## src/hdl/ssd_pkg.sv

```systemverilog
// Package of constants and types for the serial status/data/match block
package ssd_pkg;

   // -----------------------------------------------------------------
   // Register indices and byte addresses
   // -----------------------------------------------------------------
   localparam logic [7:0] SSD_IDX_CTRL1 = 8'h00;
   localparam logic [7:0] SSD_IDX_CTRL2 = 8'h01;
   localparam logic [7:0] SSD_IDX_STAT = 8'h03;
   localparam logic [7:0] SSD_IDX_DATA = 8'h05;
   localparam logic [7:0] SSD_IDX_MATCH = 8'h07;
   localparam logic [7:0] SSD_IDX_IRQ_ST = 8'h08;
   localparam logic [7:0] SSD_IDX_IRQ_EN = 8'h09;
   localparam logic [7:0] SSD_IDX_IRQ_CLR = 8'h0a;
   localparam logic [9:0] SSD_WORD_SHIFT = 10'h002;

   // -----------------------------------------------------------------
   // Field positions
   // -----------------------------------------------------------------
   localparam int SSD_C1_IRQ_EN = 7;
   localparam int SSD_C1_ENABLE = 6;
   localparam int SSD_C1_MASTER = 4;
   localparam int SSD_C1_SS_OE = 1;
   localparam int SSD_C2_FAULT_EN = 4;
   localparam int SSD_ST_RX_FULL = 7;
   localparam int SSD_ST_MATCH = 6;
   localparam int SSD_ST_TX_EMPTY = 5;
   localparam int SSD_ST_FAULT = 4;
   localparam int SSD_EV_RX = 0;
   localparam int SSD_EV_MATCH = 1;
   localparam int SSD_EV_FAULT = 2;
   localparam int SSD_EV_TX = 3;
   localparam int SSD_NUM_EV = 4;

   // -----------------------------------------------------------------
   // Reset values and widths
   // -----------------------------------------------------------------
   localparam logic [7:0] SSD_RST_BYTE = 8'h00;
   localparam logic [7:0] SSD_RST_C1 = 8'h04;
   localparam logic [3:0] SSD_RST_EV = 4'h0;
   localparam logic [3:0] SSD_BITS_PER_BYTE = 4'h8;
   localparam logic [3:0] SSD_BIT_ZERO = 4'h0;

   // -----------------------------------------------------------------
   // Link timing: system clock period and link half period
   // -----------------------------------------------------------------
   localparam int SSD_CLK_NS = 10;
   localparam int SSD_HALF_SCK_NS = 80;
   localparam int SSD_HALF_SCK_CYC_I =
      (SSD_HALF_SCK_NS + SSD_CLK_NS - 1) / SSD_CLK_NS;
   localparam logic [7:0] SSD_HALF_SCK_CYC = SSD_HALF_SCK_CYC_I[7:0];

   typedef enum logic [1:0] {
      SSD_IDLE,
      SSD_LOAD,
      SSD_SHIFT
   } ssd_phase_e;

   // Serial pin group
   typedef struct packed {
      logic sck_o;
      logic sck_oe;
      logic mosi_o;
      logic mosi_oe;
      logic ss_o;
      logic ss_oe;
   } ssd_pins_s;

   // APB request group
   typedef struct packed {
      logic psel;
      logic penable;
      logic pwrite;
      logic [11:0] paddr;
      logic [31:0] pwdata;
   } ssd_apb_req_s;

endpackage : ssd_pkg

```

## src/hdl/ssd_core.sv

```systemverilog
// Serial status, data and match register block with APB slave
`timescale 1ns/1ps
`default_nettype none
// Summary of operation
// As master with fault detection on, a low slave select sets the mode fault flag.
// Fault detection applies only with master 1, fault enable 1, select output 0.
// Mode fault clears after a read showing it set followed by a control one write.
// Reserved status bits read as zero and ignore writes.
// Data writes load the transmit buffer; data reads return the receive buffer.
// In master mode a queued byte starts as soon as the previous transfer ends.
// A data write counts only after a status read that saw transmit empty set.
// Software reads received data after receive full and before the next end.
// A byte finishing while the receive buffer is full is dropped silently.
// The data register sits at index 5 and resets to zero.
// Each byte entering the receive buffer is compared with the match value.
// The match value sits at index 7 and resets to zero.
// Match flag sets with receive full on equality; cleared by read as 1 then write 1.
// Transmit empty sets when the buffer moves to the shifter, within two cycles idle.
// A mode fault clears master, frees all outputs and aborts to idle.
// A mode fault with interrupt enable set requests an interrupt.
module ssd_core
   import ssd_pkg::*;
(
   input wire logic clk_sys,
   input wire logic sys_rst,
   input wire logic psel,
   input wire logic penable,
   input wire logic pwrite,
   input wire logic [11:0] paddr,
   input wire logic [31:0] pwdata,
   input wire logic [3:0] pstrb,
   output logic [31:0] prdata,
   output logic pready,
   output logic pslverr,
   input wire logic sck_i,
   input wire logic mosi_i,
   input wire logic miso_i,
   input wire logic ss_n_i,
   output logic sck_o,
   output logic sck_oe,
   output logic mosi_o,
   output logic mosi_oe,
   output logic miso_o,
   output logic miso_oe,
   output logic ss_n_o,
   output logic ss_n_oe,
   output logic irq
);

   typedef struct packed {
      logic [7:0] ctrl1;
      logic [7:0] ctrl2;
      logic [7:0] tx_buf;
      logic [7:0] rx_buf;
      logic [7:0] cmp;
      logic [7:0] shreg;
      logic din_latch;
      logic tx_empty;
      logic rx_full;
      logic match;
      logic fault;
      logic tx_armed;
      logic fault_armed;
      logic match_armed;
      logic [3:0] ev_st;
      logic [3:0] ev_en;
      ssd_phase_e phase;
      logic [3:0] bit_cnt;
      logic [7:0] div_cnt;
      logic sck_int;
      logic sck_prev;
      logic [31:0] rdata;
   } ssd_state_s;

   ssd_state_s st;
   ssd_state_s next_st;

   logic [2:0] pin_sync;
   logic sck_s;
   logic din_s;
   logic ss_n_s;
   logic is_master;
   logic fault_watch;
   logic rd_acc;
   logic wr_acc;
   logic [7:0] widx;
   logic [3:0] ev_now;
   logic [7:0] stat_val;

   // -----------------------------------------------------------------
   // Helpers
   // -----------------------------------------------------------------
   function automatic logic [7:0] word_index(input logic [11:0] a);
      word_index = a[9:2];
   endfunction

   function automatic logic hits(input logic [11:0] a,
                                 input logic [7:0] idx);
      hits = (word_index(a) == idx) && (a[1:0] == 2'b00)
             && (a[11:10] == 2'b00);
   endfunction

   // -----------------------------------------------------------------
   // Link input synchronisation
   // -----------------------------------------------------------------
   ssd_sync #(
      .WIDTH(3)
   ) u_sync (
      .clk_sys(clk_sys),
      .sys_rst(sys_rst),
      .async_in({sck_i, (st.ctrl1[SSD_C1_MASTER] ? miso_i : mosi_i),
                 ss_n_i}),
      .reset_level(3'b001),
      .sync_out(pin_sync)
   );
   assign sck_s = pin_sync[2];
   assign din_s = pin_sync[1];
   assign ss_n_s = pin_sync[0];

   // -----------------------------------------------------------------
   // Mode decode and bus strobes
   // -----------------------------------------------------------------
   assign is_master = st.ctrl1[SSD_C1_MASTER];
   assign fault_watch = is_master && st.ctrl2[SSD_C2_FAULT_EN]
                        && !st.ctrl1[SSD_C1_SS_OE];
   assign rd_acc = psel && penable && !pwrite;
   assign wr_acc = psel && penable && pwrite;
   assign widx = word_index(paddr);

   // -----------------------------------------------------------------
   // Status register view
   // -----------------------------------------------------------------
   always_comb begin
      stat_val = SSD_RST_BYTE;
      stat_val[SSD_ST_RX_FULL] = st.rx_full;
      stat_val[SSD_ST_MATCH] = st.match;
      stat_val[SSD_ST_TX_EMPTY] = st.tx_empty;
      stat_val[SSD_ST_FAULT] = st.fault;
   end

   // -----------------------------------------------------------------
   // Next-state logic
   // -----------------------------------------------------------------
   always_comb begin
      logic rx_done;
      logic sck_rise;
      logic sck_fall;
      logic ss_fault;
      logic [7:0] rx_byte;
      rx_done = 1'b0;
      sck_rise = 1'b0;
      sck_fall = 1'b0;
      ss_fault = 1'b0;
      rx_byte = st.shreg;
      ev_now = SSD_RST_EV;
      next_st = st;
      next_st.sck_prev = sck_s;

      // -----------------------------------------------------------
      // Bus read data and read side effects
      // -----------------------------------------------------------
      next_st.rdata = '0;
      if (psel && !penable && !pwrite) begin
         if (hits(paddr, SSD_IDX_CTRL1)) begin
            next_st.rdata = {24'h000000, st.ctrl1};
         end else if (hits(paddr, SSD_IDX_CTRL2)) begin
            next_st.rdata = {24'h000000, st.ctrl2};
         end else if (hits(paddr, SSD_IDX_STAT)) begin
            next_st.rdata = {24'h000000, stat_val};
         end else if (hits(paddr, SSD_IDX_DATA)) begin
            next_st.rdata = {24'h000000, st.rx_buf};
         end else if (hits(paddr, SSD_IDX_MATCH)) begin
            next_st.rdata = {24'h000000, st.cmp};
         end else if (hits(paddr, SSD_IDX_IRQ_ST)) begin
            next_st.rdata = {28'h0000000, st.ev_st};
         end else if (hits(paddr, SSD_IDX_IRQ_EN)) begin
            next_st.rdata = {28'h0000000, st.ev_en};
         end
      end
      if (rd_acc && hits(paddr, SSD_IDX_STAT)) begin
         next_st.tx_armed = st.tx_empty;
         next_st.fault_armed = st.fault;
         next_st.match_armed = st.match;
      end
      if (rd_acc && hits(paddr, SSD_IDX_DATA)) begin
         next_st.rx_full = 1'b0;
      end

      // -----------------------------------------------------------
      // Bus writes
      // -----------------------------------------------------------
      if (wr_acc && pstrb[0]) begin
         if (hits(paddr, SSD_IDX_CTRL1)) begin
            next_st.ctrl1 = pwdata[7:0];
            if (st.fault_armed) begin
               next_st.fault = 1'b0;
               next_st.fault_armed = 1'b0;
            end
         end else if (hits(paddr, SSD_IDX_CTRL2)) begin
            next_st.ctrl2 = pwdata[7:0];
         end else if (hits(paddr, SSD_IDX_STAT)) begin
            if (st.match_armed && pwdata[SSD_ST_MATCH]) begin
               next_st.match = 1'b0;
               next_st.match_armed = 1'b0;
            end
         end else if (hits(paddr, SSD_IDX_DATA)) begin
            if (st.tx_armed) begin
               next_st.tx_buf = pwdata[7:0];
               next_st.tx_empty = 1'b0;
               next_st.tx_armed = 1'b0;
            end
         end else if (hits(paddr, SSD_IDX_MATCH)) begin
            next_st.cmp = pwdata[7:0];
         end else if (hits(paddr, SSD_IDX_IRQ_EN)) begin
            next_st.ev_en = pwdata[SSD_NUM_EV-1:0];
         end else if (hits(paddr, SSD_IDX_IRQ_CLR)) begin
            next_st.ev_st = st.ev_st & ~pwdata[SSD_NUM_EV-1:0];
         end
      end

      // -----------------------------------------------------------
      // Shifter: master makes the clock, slave follows the pin
      // -----------------------------------------------------------
      if (st.phase == SSD_IDLE) begin
         next_st.bit_cnt = SSD_BIT_ZERO;
         next_st.sck_int = 1'b0;
         next_st.div_cnt = '0;
         if (!st.tx_empty && st.ctrl1[SSD_C1_ENABLE]
             && (is_master || !ss_n_s)) begin
            next_st.phase = SSD_LOAD;
         end
      end else if (st.phase == SSD_LOAD) begin
         next_st.shreg = st.tx_buf;
         next_st.tx_empty = 1'b1;
         ev_now[SSD_EV_TX] = 1'b1;
         next_st.phase = SSD_SHIFT;
      end else begin
         if (is_master) begin
            if (st.div_cnt == SSD_HALF_SCK_CYC - 8'h01) begin
               next_st.div_cnt = '0;
               next_st.sck_int = !st.sck_int;
               sck_rise = !st.sck_int;
               sck_fall = st.sck_int;
            end else begin
               next_st.div_cnt = st.div_cnt + 8'h01;
            end
         end else begin
            sck_rise = sck_s && !st.sck_prev;
            sck_fall = !sck_s && st.sck_prev;
            if (ss_n_s) begin
               next_st.phase = SSD_IDLE;
            end
         end
         // Sample on rising edge, shift out on falling edge
         if (sck_rise) begin
            next_st.din_latch = din_s;
            next_st.bit_cnt = st.bit_cnt + 4'h1;
         end
         if (sck_fall) begin
            next_st.shreg = {st.shreg[6:0], st.din_latch};
            rx_byte = {st.shreg[6:0], st.din_latch};
            if (st.bit_cnt == SSD_BITS_PER_BYTE) begin
               rx_done = 1'b1;
               next_st.phase = SSD_IDLE;
            end
         end
      end

      // -----------------------------------------------------------
      // Receive completion
      // -----------------------------------------------------------
      if (rx_done) begin
         if (!st.rx_full) begin
            next_st.rx_buf = rx_byte;
            next_st.rx_full = 1'b1;
            ev_now[SSD_EV_RX] = 1'b1;
            if (rx_byte == st.cmp) begin
               next_st.match = 1'b1;
               ev_now[SSD_EV_MATCH] = 1'b1;
            end
         end
      end

      // -----------------------------------------------------------
      // Mode fault detection and its effects
      // -----------------------------------------------------------
      ss_fault = fault_watch && !ss_n_s;
      if (ss_fault) begin
         next_st.fault = 1'b1;
         ev_now[SSD_EV_FAULT] = 1'b1;
         next_st.ctrl1[SSD_C1_MASTER] = 1'b0;
         next_st.phase = SSD_IDLE;
         next_st.sck_int = 1'b0;
         next_st.bit_cnt = SSD_BIT_ZERO;
      end

      // -----------------------------------------------------------
      // Sticky event bits: set wins over clear
      // -----------------------------------------------------------
      next_st.ev_st = next_st.ev_st | ev_now;
   end

   // -----------------------------------------------------------------
   // State register
   // -----------------------------------------------------------------
   always_ff @(posedge clk_sys) begin
      if (sys_rst) begin
         st <= '0;
         st.ctrl1 <= SSD_RST_C1;
         st.tx_empty <= 1'b1;
         st.phase <= SSD_IDLE;
         st.sck_prev <= 1'b0;
      end else begin
         st <= next_st;
      end
   end

   // -----------------------------------------------------------------
   // Outputs
   // -----------------------------------------------------------------
   assign prdata = st.rdata;
   assign pready = 1'b1;
   assign pslverr = 1'b0;
   assign sck_o = st.sck_int ^ 1'b0;
   assign sck_oe = is_master && st.ctrl1[SSD_C1_ENABLE];
   assign mosi_o = st.shreg[7];
   assign mosi_oe = is_master && st.ctrl1[SSD_C1_ENABLE];
   assign miso_o = st.shreg[7];
   assign miso_oe = !is_master && st.ctrl1[SSD_C1_ENABLE] && !ss_n_s
                    && !st.fault;
   assign ss_n_o = !(st.phase != SSD_IDLE);
   assign ss_n_oe = is_master && st.ctrl2[SSD_C2_FAULT_EN]
                    && st.ctrl1[SSD_C1_SS_OE];
   assign irq = (|(st.ev_st & st.ev_en))
                || (st.fault && st.ctrl1[SSD_C1_IRQ_EN]);

   // -----------------------------------------------------------------
   // Unused bus bits
   // -----------------------------------------------------------------
   logic unused_bits;
   assign unused_bits = ^{pwdata[31:8], pstrb[3:1], widx};

endmodule // ssd_core
`default_nettype wire

```

## src/hdl/ssd_sync.sv

```systemverilog
// Three-stage synchroniser with agreement filter for link inputs
`timescale 1ns/1ps
`default_nettype none
module ssd_sync
   import ssd_pkg::*;
#(
   parameter int WIDTH = 3
) (
   input wire logic clk_sys,
   input wire logic sys_rst,
   input wire logic [WIDTH-1:0] async_in,
   input wire logic [WIDTH-1:0] reset_level,
   output logic [WIDTH-1:0] sync_out
);

   typedef struct packed {
      logic [WIDTH-1:0] s1;
      logic [WIDTH-1:0] s2;
      logic [WIDTH-1:0] s3;
      logic [WIDTH-1:0] held;
   } ssd_sync_s;

   ssd_sync_s st;
   ssd_sync_s next_st;

   // -----------------------------------------------------------------
   // Level accepted once stages two and three agree
   // -----------------------------------------------------------------
   always_comb begin
      next_st = st;
      next_st.s1 = async_in;
      next_st.s2 = st.s1;
      next_st.s3 = st.s2;
      for (int i = 0; i < WIDTH; i++) begin
         if (st.s2[i] == st.s3[i]) begin
            next_st.held[i] = st.s3[i];
         end
      end
   end

   always_ff @(posedge clk_sys) begin
      if (sys_rst) begin
         st.s1 <= reset_level;
         st.s2 <= reset_level;
         st.s3 <= reset_level;
         st.held <= reset_level;
      end else begin
         st <= next_st;
      end
   end

   assign sync_out = st.held;

endmodule // ssd_sync
`default_nettype wire

```

## config.mk

```make
export PLATFORM = sky130hd
export DESIGN_NAME = ssd_core
export DESIGN_NICKNAME = d
export VERILOG_FILES = /design/src/hdl/ssd_pkg.sv /design/src/hdl/ssd_core.sv /design/src/hdl/ssd_sync.sv
export SDC_FILE = /design/constraint.sdc
export NUM_CORES = 1
export LEC_CHECK = 0
export BUFFER_PORTS_ARGS = -buffer_cell sky130_fd_sc_hd__clkbuf_2
export CAP_MARGIN = 15
export CELL_PAD_IN_SITES_DETAIL_PLACEMENT = 0
export CELL_PAD_IN_SITES_GLOBAL_PLACEMENT = 2
export CORE_ASPECT_RATIO = 1.1
export CORE_MARGIN = 4
export CORE_UTILIZATION = 33
export DETAILED_ROUTE_END_ITERATION = 8
export PLACE_DENSITY_LB_ADDON = 0.1
export SYNTH_ARGS = -nofsm -noshare
export SYNTH_HDL_FRONTEND = slang
export SYNTH_HIERARCHICAL = 1
export SYNTH_SLANG_ARGS = --single-unit
```

## constraint.sdc

```tcl
create_clock -name clk_sys -period 2.6 [get_ports clk_sys]
set_input_delay 0.39 -clock clk_sys [delete_from_list [all_inputs] [get_ports clk_sys]]
set_output_delay 0.39 -clock clk_sys [all_outputs]
set_load 0.05 [all_outputs]
```

=== Word-level counts from Yosys, hierarchy flattened ===
Cells that the tools add are included.

* Equality and inequality tests: 15
* Mux-type cells: 80
* Bitwise gates (word level): 13
* Shifts and indexed selects: 0
* Add/subtract/negate cells: 2
* $lt $le $gt $ge: 0
* Div/mod/pow operators: 0
* Reduce and logical (&&, ||, !) cells: 76
* Multiply operators: 0

{| class="wikitable"
|+ Operators by type and width
! cell !! count
|-
| two-way mux 8 bit || 13
|-
| two-way mux 1 bit || 44
|-
| logical AND 1 bit || 38
|-
| two-way mux 9 bit || 3
|-
| two-way mux 13 bit || 2
|-
| equality test 8 x 3 -> 1 bit (second input constant) || 3
|-
| equality test 8 x 4 -> 1 bit (second input constant) || 3
|-
| two-way mux 4 bit || 6
|-
| two-way mux 2 bit || 10
|-
| two-way mux 15 bit || 1
|-
| AND reduction 3 bit || 4
|-
| AND reduction 6 bit || 2
|-
| logical NOT 1 bit || 11
|-
| NOT 1 bit || 9
|-
| adder 8 x 1 -> 8 bit (second input constant) || 1
|-
| AND 4 bit || 2
|-
| equality test 8 x 1 -> 1 bit (second input constant) || 1
|-
| equality test 8 x 2 -> 1 bit (second input constant) || 1
|-
| equality test 8 bit || 1
|-
| logical NOT 8 bit || 1
|-
| AND reduction 2 bit || 4
|-
| nonzero test 2 bit || 4
|-
| OR reduction 8 bit || 1
|-
| AND reduction 7 bit || 1
|-
| other kinds (13) || 20
|}

* Input bits: 57
* Memories: 0
* Bits in latches: 0
* Flip-flop bits (word level): 124
* Bits in read-only memories: 0
* Logic and storage cells: 216
* Output and inout port bits: 43
* Bits in writable memories: 0

=== Logic depth before layout (Yosys ltp) ===
Gate-level depths: netlist of run 1.

* Depth in word-level cells: 14
* Depth in mapped cells: 7
* Mapped depth without buffers: 7

=== Modules after synthesis ===
Netlist of run 1, hierarchy kept.

{| class="wikitable"
|+ By module, submodules not included
! module !! times used !! cells each !! area each (µm²) !! seq. area each (µm²)
|-
| ssd_core || 1 || 562 || 4,729.5 || 1,761.7
|-
| ssd_sync || 1 || 46 || 442.9 || 270.3
|}

=== Worst setup path before layout of run 1 ===
No wires, ideal clock.

* Path type: reg-to-output
* Start point: reg st (netlist bit is_master)
* End point: out miso_oe
* Setup slack: -0.082 ns
* Stages on the path, launching flop included: 4
* Arrival: 2.292 ns
* Buffers on the path: 2
* Data required time: 2.210 ns
* Cell sequence: dfxtp_1 buf_2 clkbuf_1 nor4b_1

* Word-level cells in the longest chain between the ends: 4

{| class="wikitable"
|+ RTL lines
! element !! RTL line !! text
|-
| start, declared || ssd_core.sv:75 || <nowiki>ssd_state_s st;</nowiki>
|-
| start signal, assigned || ssd_core.sv:314 || <nowiki>st <= next_st;</nowiki>
|-
| logical NOT 1 bit || ssd_core.sv:329 || <nowiki>assign miso_oe = !is_master && st.ctrl1[SSD_C1_ENABLE] && !ss_n_s</nowiki>
|-
| logical AND 1 bit (2 in series) || ssd_core.sv:329 ||
|-
| logical AND 1 bit || ssd_core.sv:330 || <nowiki>&& !st.fault;</nowiki>
|-
| end, declared || ssd_core.sv:44 || <nowiki>output logic miso_oe,</nowiki>
|}

No other way between the ends.

=== Worst setup path in the final report of run 1 ===
* Start point: reg st[34] (netlist name)
* End point: reg st[43] (netlist name)

* Word-level cells in the longest chain between the ends: 6

{| class="wikitable"
|+ RTL lines
! element !! RTL line !! text
|-
| equality test 8 x 3 -> 1 bit || ssd_core.sv:239 || <nowiki>if (st.div_cnt == SSD_HALF_SCK_CYC - 8'h01) begin</nowiki>
|-
| two-way mux 1 bit || ssd_core.sv:239 ||
|-
| two-way mux 1 bit || ssd_core.sv:238 || <nowiki>if (is_master) begin</nowiki>
|-
| two-way mux 1 bit || ssd_core.sv:232 || <nowiki>end else if (st.phase == SSD_LOAD) begin</nowiki>
|-
| two-way mux 1 bit || ssd_core.sv:224 || <nowiki>if (st.phase == SSD_IDLE) begin</nowiki>
|-
| AND reduction 2 bit (no line) || n/a ||
|}

No other way between the ends. The select of a mux whose other input is x is not followed.
A chain may end at the register's enable or synchronous reset.

==> impl_metrics.csv, run 1 <==
group,metric,value,unit
outcome,outcome,"finished clean",
timing,min_period,2.34,ns
clock_tree,cts_root_buf,"clkbuf_16",
setup_path,r2r_setup_slack,0.26,ns
floorplanning,dieArea,17700,µm²
final_layout,diodes,0,
place,dpl.hpwl,11600,µm
clock_tree,cts_tree,"done",
logic_synthesis,ys_dominant_reg_cell,"dfxtp_1",
place,port_buffers,46,
global_routing,track_usage,0.173,
global_routing,grt_max_degree,50,
logic_synthesis,syn_inst,608,
clock_tree,cts_setup_buffers,0,
timing,worst_slack,0.262,ns
floorplanning,floorplan.initialDensity,0.340,
final_layout,finalCoreUtilization,0.384,
job,drv_cap,0,
global_routing,grt_pass1_wl,23800,µm
final_layout,mostFrequentLayoutCell,"dfxtp_1",
timing,fmax,0.428,GHz
clock_tree,clock_latency,0.35,ns
timing,setup_violations,0,
floorplanning,die_height,139,µm
logic_synthesis,ys.warnings.count,6,
setup_path,reg2reg_to,"st[43]",
logic_synthesis,ys_seq_area_frac,0.393,
place,dp.cells,835,
power_and_ir_drop,p_per_area,539,nW/µm²
logic_synthesis,post_synth.cell_area_avg,8.51,µm²
power_and_ir_drop,p_int,2360,µW
floorplanning,ios,100,
final_layout,final_cell_mix,"dfxtp_1, nor2_1, clkbuf_2, a21oi_1, nand2_1",
timing,fin_crit_sh,0.899,
final_layout,final_nets,710,
detailed_routing,drt_iter0_markers,277,
setup_path,startpoint,"st[34]",
detailed_routing,wl_per_cell,18.1,µm
timing,worst_pin_slew,0.822,ns
logic_synthesis,async_reset_ff_frac,0,
timing,rsz0062_at_grt,"no",
power_and_ir_drop,combPwrFrac,0.074,
setup_path,start_kind,"register",
floorplanning,rows,47,
clock_tree,clock_sinks,100,
power_and_ir_drop,leakage,0.00230,µW
worst_hold_path,min_from,"sck_i",
global_routing,grt_pass1_vias,4057,
power_and_ir_drop,p_clk_frac,0.426,
logic_synthesis,synth-edff-count,3,
clock_tree,cts_made_buffers,9,
final_layout,fill_cells,1604,
clock_tree,cts_resized,0,
detailed_routing,postRouteAntennaNets,0,
timing,skew,0.00746,ns
clock_tree,cts.clk_slew.worst_paths,0.07,ns
detailed_routing,drt_first_pass_iters,6,
final_layout,drive_above_1_share,0.173,
timing,tns,0,ns
power_and_ir_drop,p_total,3150,µW
power_and_ir_drop,max-vdd-ir-drop,0.000289,V
timing,hold_violations,0,
setup_path,crit_type,"register to register",
detailed_routing,drc_errors,0,
clock_tree,clk_path_buf_depth,2,
floorplanning,core_area,15200,µm²
setup_path,crit_path_end_kind,"register",
setup_path,worstPathArrival,2.57,ns
place,post-place-ws,0.216,ns
place,gp_congestion,0.803,
detailed_routing,vias_per_cell,5.12,
setup_path,cp.required,2.83,ns
logic_synthesis,synth_area,5170,µm²
final_layout,finalNonFillerCells,851,
logic_synthesis,synth_seq_cells,100,
setup_path,cp-endpoint,"st[43]",
power_and_ir_drop,p_seq_frac,0.500,
floorplanning,die_w,127,µm
setup_path,reg2reg_from,"st[34]",
timing,relSlewSlack,0.448,
clock_tree,ctsHtreeMaxLevel,3,
detailed_routing,routed_wl,15400,µm
power_and_ir_drop,swShare,0.250,
power_and_ir_drop,p_sw,786,µW
final_layout,area_growth,12.9,%
global_routing,overflow,0,
logic_synthesis,synthDistinctLibCells,73,
clock_tree,holdBufCountCts,0,
timing,slew_violations,0,
worst_hold_path,hp-class,"input pin to register",
setup_path,path_max_fanout,7,
global_routing,antenna_found_initial,0,
detailed_routing,num_vias,4361,
setup_path,ff2ff_path_depth,6,
critical path, cell delays in order (launching register included):
cell and delay [ns]:
dfxtp_1 0.37, ha_1 0.21, or4b_1 0.62, or4_4 0.56
a21oi_2 0.21, mux2i_1 0.20, nor2_1 0.05
synthesized netlist by cell type, drive strengths merged (3+ instances only):
master,instances,area (µm²)
dfxtp,97,1940
nor2,78,293
a21oi,45,233
buf,44,313
nand2,38,143
mux2i,34,340
o21ai,33,169
clkbuf,24,90.1
nand3,22,110
inv,20,75.1
nor4,14,103
xnor2,13,114
nand2b,11,68.8
nor3,10,55.1
xor2,10,87.6
nor2b,8,50.1
nand4,7,50.1
a211oi,6,50.1
a22oi,6,45.0
and3,6,37.5
mux2,5,56.3
nand3b,5,37.5
nor4b,5,62.6
a32oi,4,35.0
o2bb2ai,4,35.0
or2,4,25.0
a2bb2oi,3,26.3
and2,3,18.8
edfxtp,3,90.1
ha,3,37.5
o211ai,3,22.5
or3,3,18.8
or4,3,26.3
layer usage:
metal / part of all wire / wire length [µm] / GRT usage / up-vias
met4: 0.019 / 289 / 0.0576 / 0
met2: 0.46 / 7050 / 0.271 / 99
met1: 0.48 / 7440 / 0.243 / 2068
met5: 0 / 0 / 0 / -
met3: 0.040 / 610 / 0.0253 / 17
li1: - / - / - / 2177
flip-flops by register name, summed over array words and instances, names as in the netlist:
register         flops
u_sync/st            3
u_sync/sync_out      3
miso_o               1
u_sync/next_st       6
is_master            1
st                  77
sck_o                1
prdata               8
cell families after synthesis:
logic type | after synthesis | synth area share
AO/OA/AOI/OAI | 126 | 0.160
XOR/XNOR | 23 | 0.0389
adder cells (fa/ha/maj) | 3 | 0.00726
buffers and inverters | 88 | 0.0924
flip-flops | 100 | 0.393
multiplexers | 39 | 0.0767
other | 2 | 0.00145
AND/OR/NAND/NOR | 227 | 0.230
per-stage QoR:
step                      area (µm²)  hold WS, ns
final                           5840        0.253
after CTS                       5840        0.244
after global placement          5550        0.413
after detailed placement        5550        0.421
after global routing            5840        0.273
after floorplan                 5280        0.407
power groups by stage:
stage          clock [µW]  combinational (µW)  sequential, µW
4_1_cts              1390                 235            1570
2_1_floorplan           0                 198            1600
6_report             1340                 235            1570
3_3_place_gp            0                 233            1610
5_1_grt              1440                 254            1580
3_5_place_dp            0                 234            1610
how the worst min path moves through the flow:
| stage | end | cells after the start |
|---|---|---|
| after floorplan | u_sync/next_st[3] | 2 |
| after global placement | u_sync/next_st[3] | 2 |
| after detailed placement | u_sync/next_st[3] | 2 |
| after CTS | u_sync/next_st[8] | 3 |
| after global routing | u_sync/next_st[8] | 3 |
| final | u_sync/next_st[8] | 3 |
cell type report:
type | instances | area [µm²] | area share
sequential | 100 | 2030 | 0.348
clock inverter | 6 | 65.1 | 0.0111
tap | 196 | 245 | 0.0420
clock buffer | 10 | 229 | 0.0392
timing repair buffer | 72 | 425 | 0.0728
inverter | 20 | 75.1 | 0.0129
multi-input combinational | 447 | 2770 | 0.474
Power figures use the tool's default switching activity.
==> run 2, diff against run 1 <==
PLACE_DENSITY = 0.75   (was unset)
PLACE_DENSITY_LB_ADDON = unset   (was 0.1)
SYNTH_HIERARCHICAL = unset   (was 1)
==> run 2 against run 1 <==
Against the previous run: the flow now finishes with violations (DRC); sequential power about the same; via count decreased by 13%; non-clock buffer count is the same; count of clock-buffer cells in the layout grew 6; wire length shrank 18%; sequential share of layout area increased by 1.5 points; core utilization about the same; critical path type is now input pin to register; highest routed layer unchanged.
==> impl_metrics.csv, run 2 <==
group,metric,value,unit
outcome,outcome,"complete, but fails checks",
outcome,violations,"DRC",
clock_tree,cts_resized,0,
setup_path,ff2ff_path_depth,7,
timing,rsz0062_at_grt,"no",
setup_path,reg2reg_from,"st[34]",
detailed_routing,drc_errors,2,
power_and_ir_drop,leakage,0.00213,µW
setup_path,startpoint,"paddr[1]",
setup_path,critical_path.cell_chain,"clkbuf_2 -> or4_4 -> or4_4 -> nor4b_2 -> buf_4 -> mux2i_1 -> nor2_1",
clock_tree,cts.clk_slew.worst_paths,0.06,ns
setup_path,path_max_fanout,6,
detailed_routing,wl_per_cell,16.6,µm
detailed_routing,routed_wl,12600,µm
floorplanning,core_area,14400,µm²
timing,relSlewSlack,0.553,
timing,fin_crit_sh,0.851,
worst_hold_path,hp-class,"input pin to register",
final_layout,largest_register,"st",
setup_path,start_kind,"input pin",
logic_synthesis,async_reset_ff_frac,0,
setup_path,cp_common_cell,"or4_4",
logic_synthesis,syn_inst,520,
setup_path,reg2reg_to,"st[53]",
timing,min_period,2.21,ns
logic_synthesis,synth.most_common_cell,"dfxtp_1",
logic_synthesis,synth_area,4830,µm²
detailed_routing,drt_first_pass_iters,9,
worst_hold_path,min_from,"ss_n_i",
logic_synthesis,synth_area_leaders,"dfxtp_1, mux2i_1, buf_4, nor2_1, a211oi_1",
global_routing,met2_usage,0.258,
setup_path,worstPathArrival,2.42,ns
setup_path,cp.required,2.81,ns
logic_synthesis,synth_seq_cells,100,
logic_synthesis,post_synth.cell_area_avg,9.29,µm²
clock_tree,holdBufCountCts,0,
power_and_ir_drop,p_total,3060,µW
power_and_ir_drop,p_per_area,553,nW/µm²
power_and_ir_drop,max-vdd-ir-drop,0.000325,V
detailed_routing,vias_per_cell,4.98,
clock_tree,clock_latency,0.35,ns
final_layout,drive_above_1_share,0.187,
global_routing,grt_max_degree,65,
final_layout,area_growth,14.3,%
global_routing,antenna_found_initial,0,
floorplanning,die_w,123,µm
place,port_buffers,46,
setup_path,r2r_setup_slack,0.67,ns
final_layout,diodes,0,
clock_tree,cts_root_buf,"clkbuf_16",
clock_tree,clock_sinks,100,
logic_synthesis,ys.warnings.count,0,
logic_synthesis,ys_seq_area_frac,0.414,
clock_tree,cts_tree,"done",
timing,setup_violations,0,
final_layout,mostFrequentLayoutCell,"dfxtp_1",
detailed_routing,drt_iter0_markers,271,
detailed_routing,postRouteAntennaNets,0,
logic_synthesis,synth_top_area_cell,"dfxtp_1",
logic_synthesis,ys_dominant_reg_cell,"dfxtp_1",
global_routing,use_met1,0.211,
job,drv_cap,0,
place,dp.cells,743,
setup_path,crit_type,"input pin to register",
clock_tree,cts_made_buffers,9,
timing,tns,0,ns
setup_path,cp_slowest_cell,"or4_4",
timing,fmax,0.452,GHz
clock_tree,clk_path_buf_depth,2,
final_layout,final_cell_mix,"dfxtp_1, nor2_1, mux2i_1, clkbuf_2, conb_1",
timing,slew_violations,0,
global_routing,use_met3,0.0226,
clock_tree,cts_setup_buffers,0,
logic_synthesis,synth.top_cell.area_share,0.414,
final_layout,finalNonFillerCells,759,
floorplanning,floorplan.initialDensity,0.336,
global_routing,overflow,0,
clock_tree,ctsHtreeMaxLevel,3,
global_routing,track_usage,0.158,
timing,skew,0.00700,ns
detailed_routing,num_vias,3780,
final_layout,largest_reg_flops,77,
floorplanning,die_height,135,µm
floorplanning,rows,46,
setup_path,crit_path_end_kind,"register",
logic_synthesis,synthDistinctLibCells,55,
floorplanning,ios,100,
global_routing,grt_pass1_vias,3661,
global_routing,busiest_layer,"met2",
timing,worst_pin_slew,0.670,ns
logic_synthesis,synth_common_cells,"dfxtp_1, nor2_1, mux2i_1",
timing,holdWs,0.238,ns
final_layout,finalCoreUtilization,0.384,
setup_path,crit_path_max_incr_delay,0.58,ns
place,dpl.hpwl,9290,µm
worst_hold_path,hold_end,"u_sync.next_st[6]",
timing,hold_violations,0,
logic_synthesis,synth-edff-count,0,
global_routing,grt_pass1_wl,20100,µm
place,gp_congestion,0.792,
floorplanning,dieArea,16600,µm²
final_layout,final_nets,622,
worst_hold_path,min_path_cells,2,
run 2: changes by cell type after synthesis, sizes merged, moves of 6 or more:
cell    before  now
a21oi       45   18
o21ai       33    7
mux2i       34   57
nand2       38   16
a211oi       6   19
inv         20    7
nand3       22   14
nor2        78   71
nor2b        8   15
nor4        14    8
run 2: cells by family after synthesis:
kind of cell | count (synthesis) | share of synthesized area
xor+xnor | 15 | 0.0272
mux | 59 | 0.123
compound gates | 82 | 0.119
other cells | 2 | 0.00155
fa+ha+maj | 3 | 0.00777
buf+inv | 72 | 0.0903
flops | 100 | 0.414
simple gates | 187 | 0.218
run 2: how the worst max path moves through the flow:
stage | endpoint | slack (ns) | cells after the start
after floorplan | st[103] | 0.24 | 7
after global placement | st[101] | 0.06 | 7
after detailed placement | st[103] | 0.04 | 7
after CTS | st[103] | 0.40 | 7
after global routing | st[100] | 0.28 | 7
final | st[101] | 0.39 | 7
run 2: power by group:
group          leakage, µW  switching [µW]  internal, µW
combinational      0.00118             147          33.7
clock             0.000149             555           782
sequential        0.000807            2.12          1540
run 2: critical path, delay by kind of cell:
kind	cells	cell delay, ns
muxes	1	0.20
buffers and inverters	2	0.33
and+or+nand+nor	4	1.50
run 2: routing by layer:
layer | vias up | share of wire
met5 | - | 0
met4 | 0 | 0.016
met3 | 19 | 0.043
met2 | 102 | 0.48
met1 | 1769 | 0.46
li1 | 1890 | -
run 2: layout make-up:
| type | count | area [µm²] |
|---|---|---|
| Sequential cell | 100 | 2000 |
| Multi-Input combinational cell | 372 | 2490 |
| Fill cell | 1490 | 8860 |
| Timing Repair Buffer | 72 | 463 |
| Clock buffer | 16 | 302 |
| Inverter | 7 | 26.3 |
| Tap cell | 192 | 240 |
run 2: stage by stage:
stage | cell area [µm²] | setup WS [ns]
floorplan | 4930 | 0.240
global placement | 5220 | 0.0580
detailed placement | 5220 | 0.0369
CTS | 5520 | 0.401
global route | 5520 | 0.276
finish | 5520 | 0.387
==> run 3, diff against run 2 <==
CAP_MARGIN = 0   (was 15)
CORE_UTILIZATION = 34   (was 33)
CTS_BUF_LIST = sky130_fd_sc_hd__clkbuf_4   (was unset)
HOLD_SLACK_MARGIN = 0.02   (was unset)
PLACE_DENSITY = 0.77   (was 0.75)
==> run 3 against run 2 <==
Against the previous run: the flow now finishes without violations; final area down 3.1%; maximum frequency up 0.32%; sequential share of layout area is 1.2 points higher; global-route usage increased by 0.27 points; largest power group unchanged; critical endpoint is now st[53]; wire length is 1.5% lower; highest routed layer unchanged; final cell count shrank 0.26%.
==> impl_metrics.csv, run 3 (synthesis results as in run 2) <==
group,metric,value,unit
outcome,outcome,"finished clean",
power_and_ir_drop,p_per_area,479,nW/µm²
place,port_buffers,46,
floorplanning,ios,100,
floorplanning,die_w,122,µm
global_routing,grt_pass1_vias,3716,
clock_tree,cts_made_buffers,9,
final_layout,area_growth,10.7,%
final_layout,largest_reg_flops,77,
floorplanning,floorplan.initialDensity,0.349,
setup_path,cp.required,3.03,ns
place,gp_congestion,0.827,
clock_tree,cts_setup_buffers,0,
final_layout,fill_cells,1449,
final_layout,mostFrequentLayoutCell,"dfxtp_1",
power_and_ir_drop,swShare,0.266,
global_routing,track_usage,0.161,
clock_tree,ctsHtreeMaxLevel,3,
clock_tree,cts_tree,"done",
timing,worst_pin_slew,0.663,ns
job,drv_cap,0,
timing,min_period,2.21,ns
detailed_routing,routed_wl,12400,µm
floorplanning,rows,45,
place,post-place-ws,0.0706,ns
global_routing,antenna_found_initial,1,
detailed_routing,num_vias,3798,
clock_tree,holdBufCountCts,0,
global_routing,grt_max_degree,65,
detailed_routing,postRouteAntennaNets,0,
detailed_routing,drt_iter0_markers,227,
power_and_ir_drop,p_sw,682,µW
clock_tree,cts.clk_slew.worst_paths,0.16,ns
timing,rsz0062_at_grt,"no",
setup_path,crit_path_end_kind,"register",
place,dpl.hpwl,9230,µm
floorplanning,core_area,13900,µm²
timing,slew_violations,0,
final_layout,largest_register,"st",
clock_tree,cts_root_buf,"clkbuf_4",
power_and_ir_drop,p_clk_frac,0.329,
timing,fmax,0.453,GHz
clock_tree,cts_resized,0,
detailed_routing,drt_first_pass_iters,5,
global_routing,grt_pass1_wl,20200,µm
detailed_routing,wl_per_cell,16.4,µm
clock_tree,clock_latency,0.48,ns
timing,skew,0.0228,ns
final_layout,finalCoreUtilization,0.386,
worst_hold_path,hp-class,"input pin to register",
timing,fin_crit_sh,0.848,
final_layout,drive_above_1_share,0.194,
power_and_ir_drop,max-vdd-ir-drop,0.000174,V
setup_path,start_kind,"register",
detailed_routing,vias_per_cell,5.02,
clock_tree,clk_path_buf_depth,2,
timing,hold_violations,0,
timing,tns,0,ns
floorplanning,dieArea,16200,µm²
timing,relSlewSlack,0.554,
power_and_ir_drop,leakage,0.00205,µW
power_and_ir_drop,p_seq_frac,0.601,
setup_path,crit_type,"register to register",
detailed_routing,drc_errors,0,
clock_tree,clock_sinks,100,
power_and_ir_drop,combPwrFrac,0.070,
final_layout,final_cell_mix,"dfxtp_1, nor2_1, mux2i_1, clkbuf_2",
timing,worst_slack,0.394,ns
power_and_ir_drop,p_int,1880,µW
setup_path,worstPathArrival,2.63,ns
setup_path,r2r_setup_slack,0.39,ns
global_routing,overflow,0,
final_layout,final_nets,623,
setup_path,path_max_fanout,6,
floorplanning,die_height,133,µm
timing,setup_violations,0,
[run 3: changes by cell type in the layout (fill, tap and decap cells not counted), sizes merged]
cell      delta
inv          +2
buf          +1
clkinvlp     +3
diode        +1
clkbuf       -6
bufinv       +1
[run 3: worst paths after layout]
check / depth (start not counted) / from / to
max reg2reg: 7 / st[34] / st[53]
min reg2reg: 1 / u_sync.next_st[6] / u_sync.next_st[3]
max: 7 / st[34] / st[53]
min: 2 / ss_n_i / u_sync.next_st[6]
[run 3: layout make-up]
| type | instances | area, µm² | share of cell area |
|---|---|---|---|
| multi-input combinational | 372 | 2500 | 0.466 |
| sequential | 100 | 2000 | 0.374 |
| antenna | 1 | 2.50 | 0.000468 |
| inverter | 7 | 26.3 | 0.00491 |
| timing repair buffer | 73 | 445 | 0.0832 |
| tap | 188 | 235 | 0.0439 |
| clock buffer | 10 | 75.1 | 0.0140 |
| clock inverter | 6 | 70.1 | 0.0131 |
[run 3: worst max-delay path: stages, from the launching register on]
cell,delay (ns)
dfxtp_1,0.39
ha_1,0.18
nor4b_1,0.27
buf_4,0.20
a31oi_1,0.10
a2111oi_0,0.53
nand4_1,0.34
nand2_1,0.15
[run 3: power by group through the flow]
stage          logic, µW  registers (µW)  clock network [µW]
3_5_place_dp         181            1570                   0
4_1_cts              181            1540                 891
6_report             181            1540                 843
3_3_place_gp         180            1570                   0
5_1_grt              193            1540                 956
2_1_floorplan        159            1570                   0
[run 3: per-stage QoR]
stage	hold slack (ns)	power (µW)	cells	cell area (µm²)
after floorplan	0.389	1730	544	4930
after global placement	0.402	1750	740	5200
after detailed placement	0.397	1750	740	5200
after CTS	0.0606	2610	756	5350
after global routing	0.0767	2690	757	5350
final	0.102	2560	757	5350
[run 3: metal layers]
layer,GRT usage,wire [µm],vias up
met5,0,0,-
met4,0.0672,211,0
met3,0.0257,621,12
met2,0.261,6090,90
met1,0.211,5500,1809
li1,-,-,1887
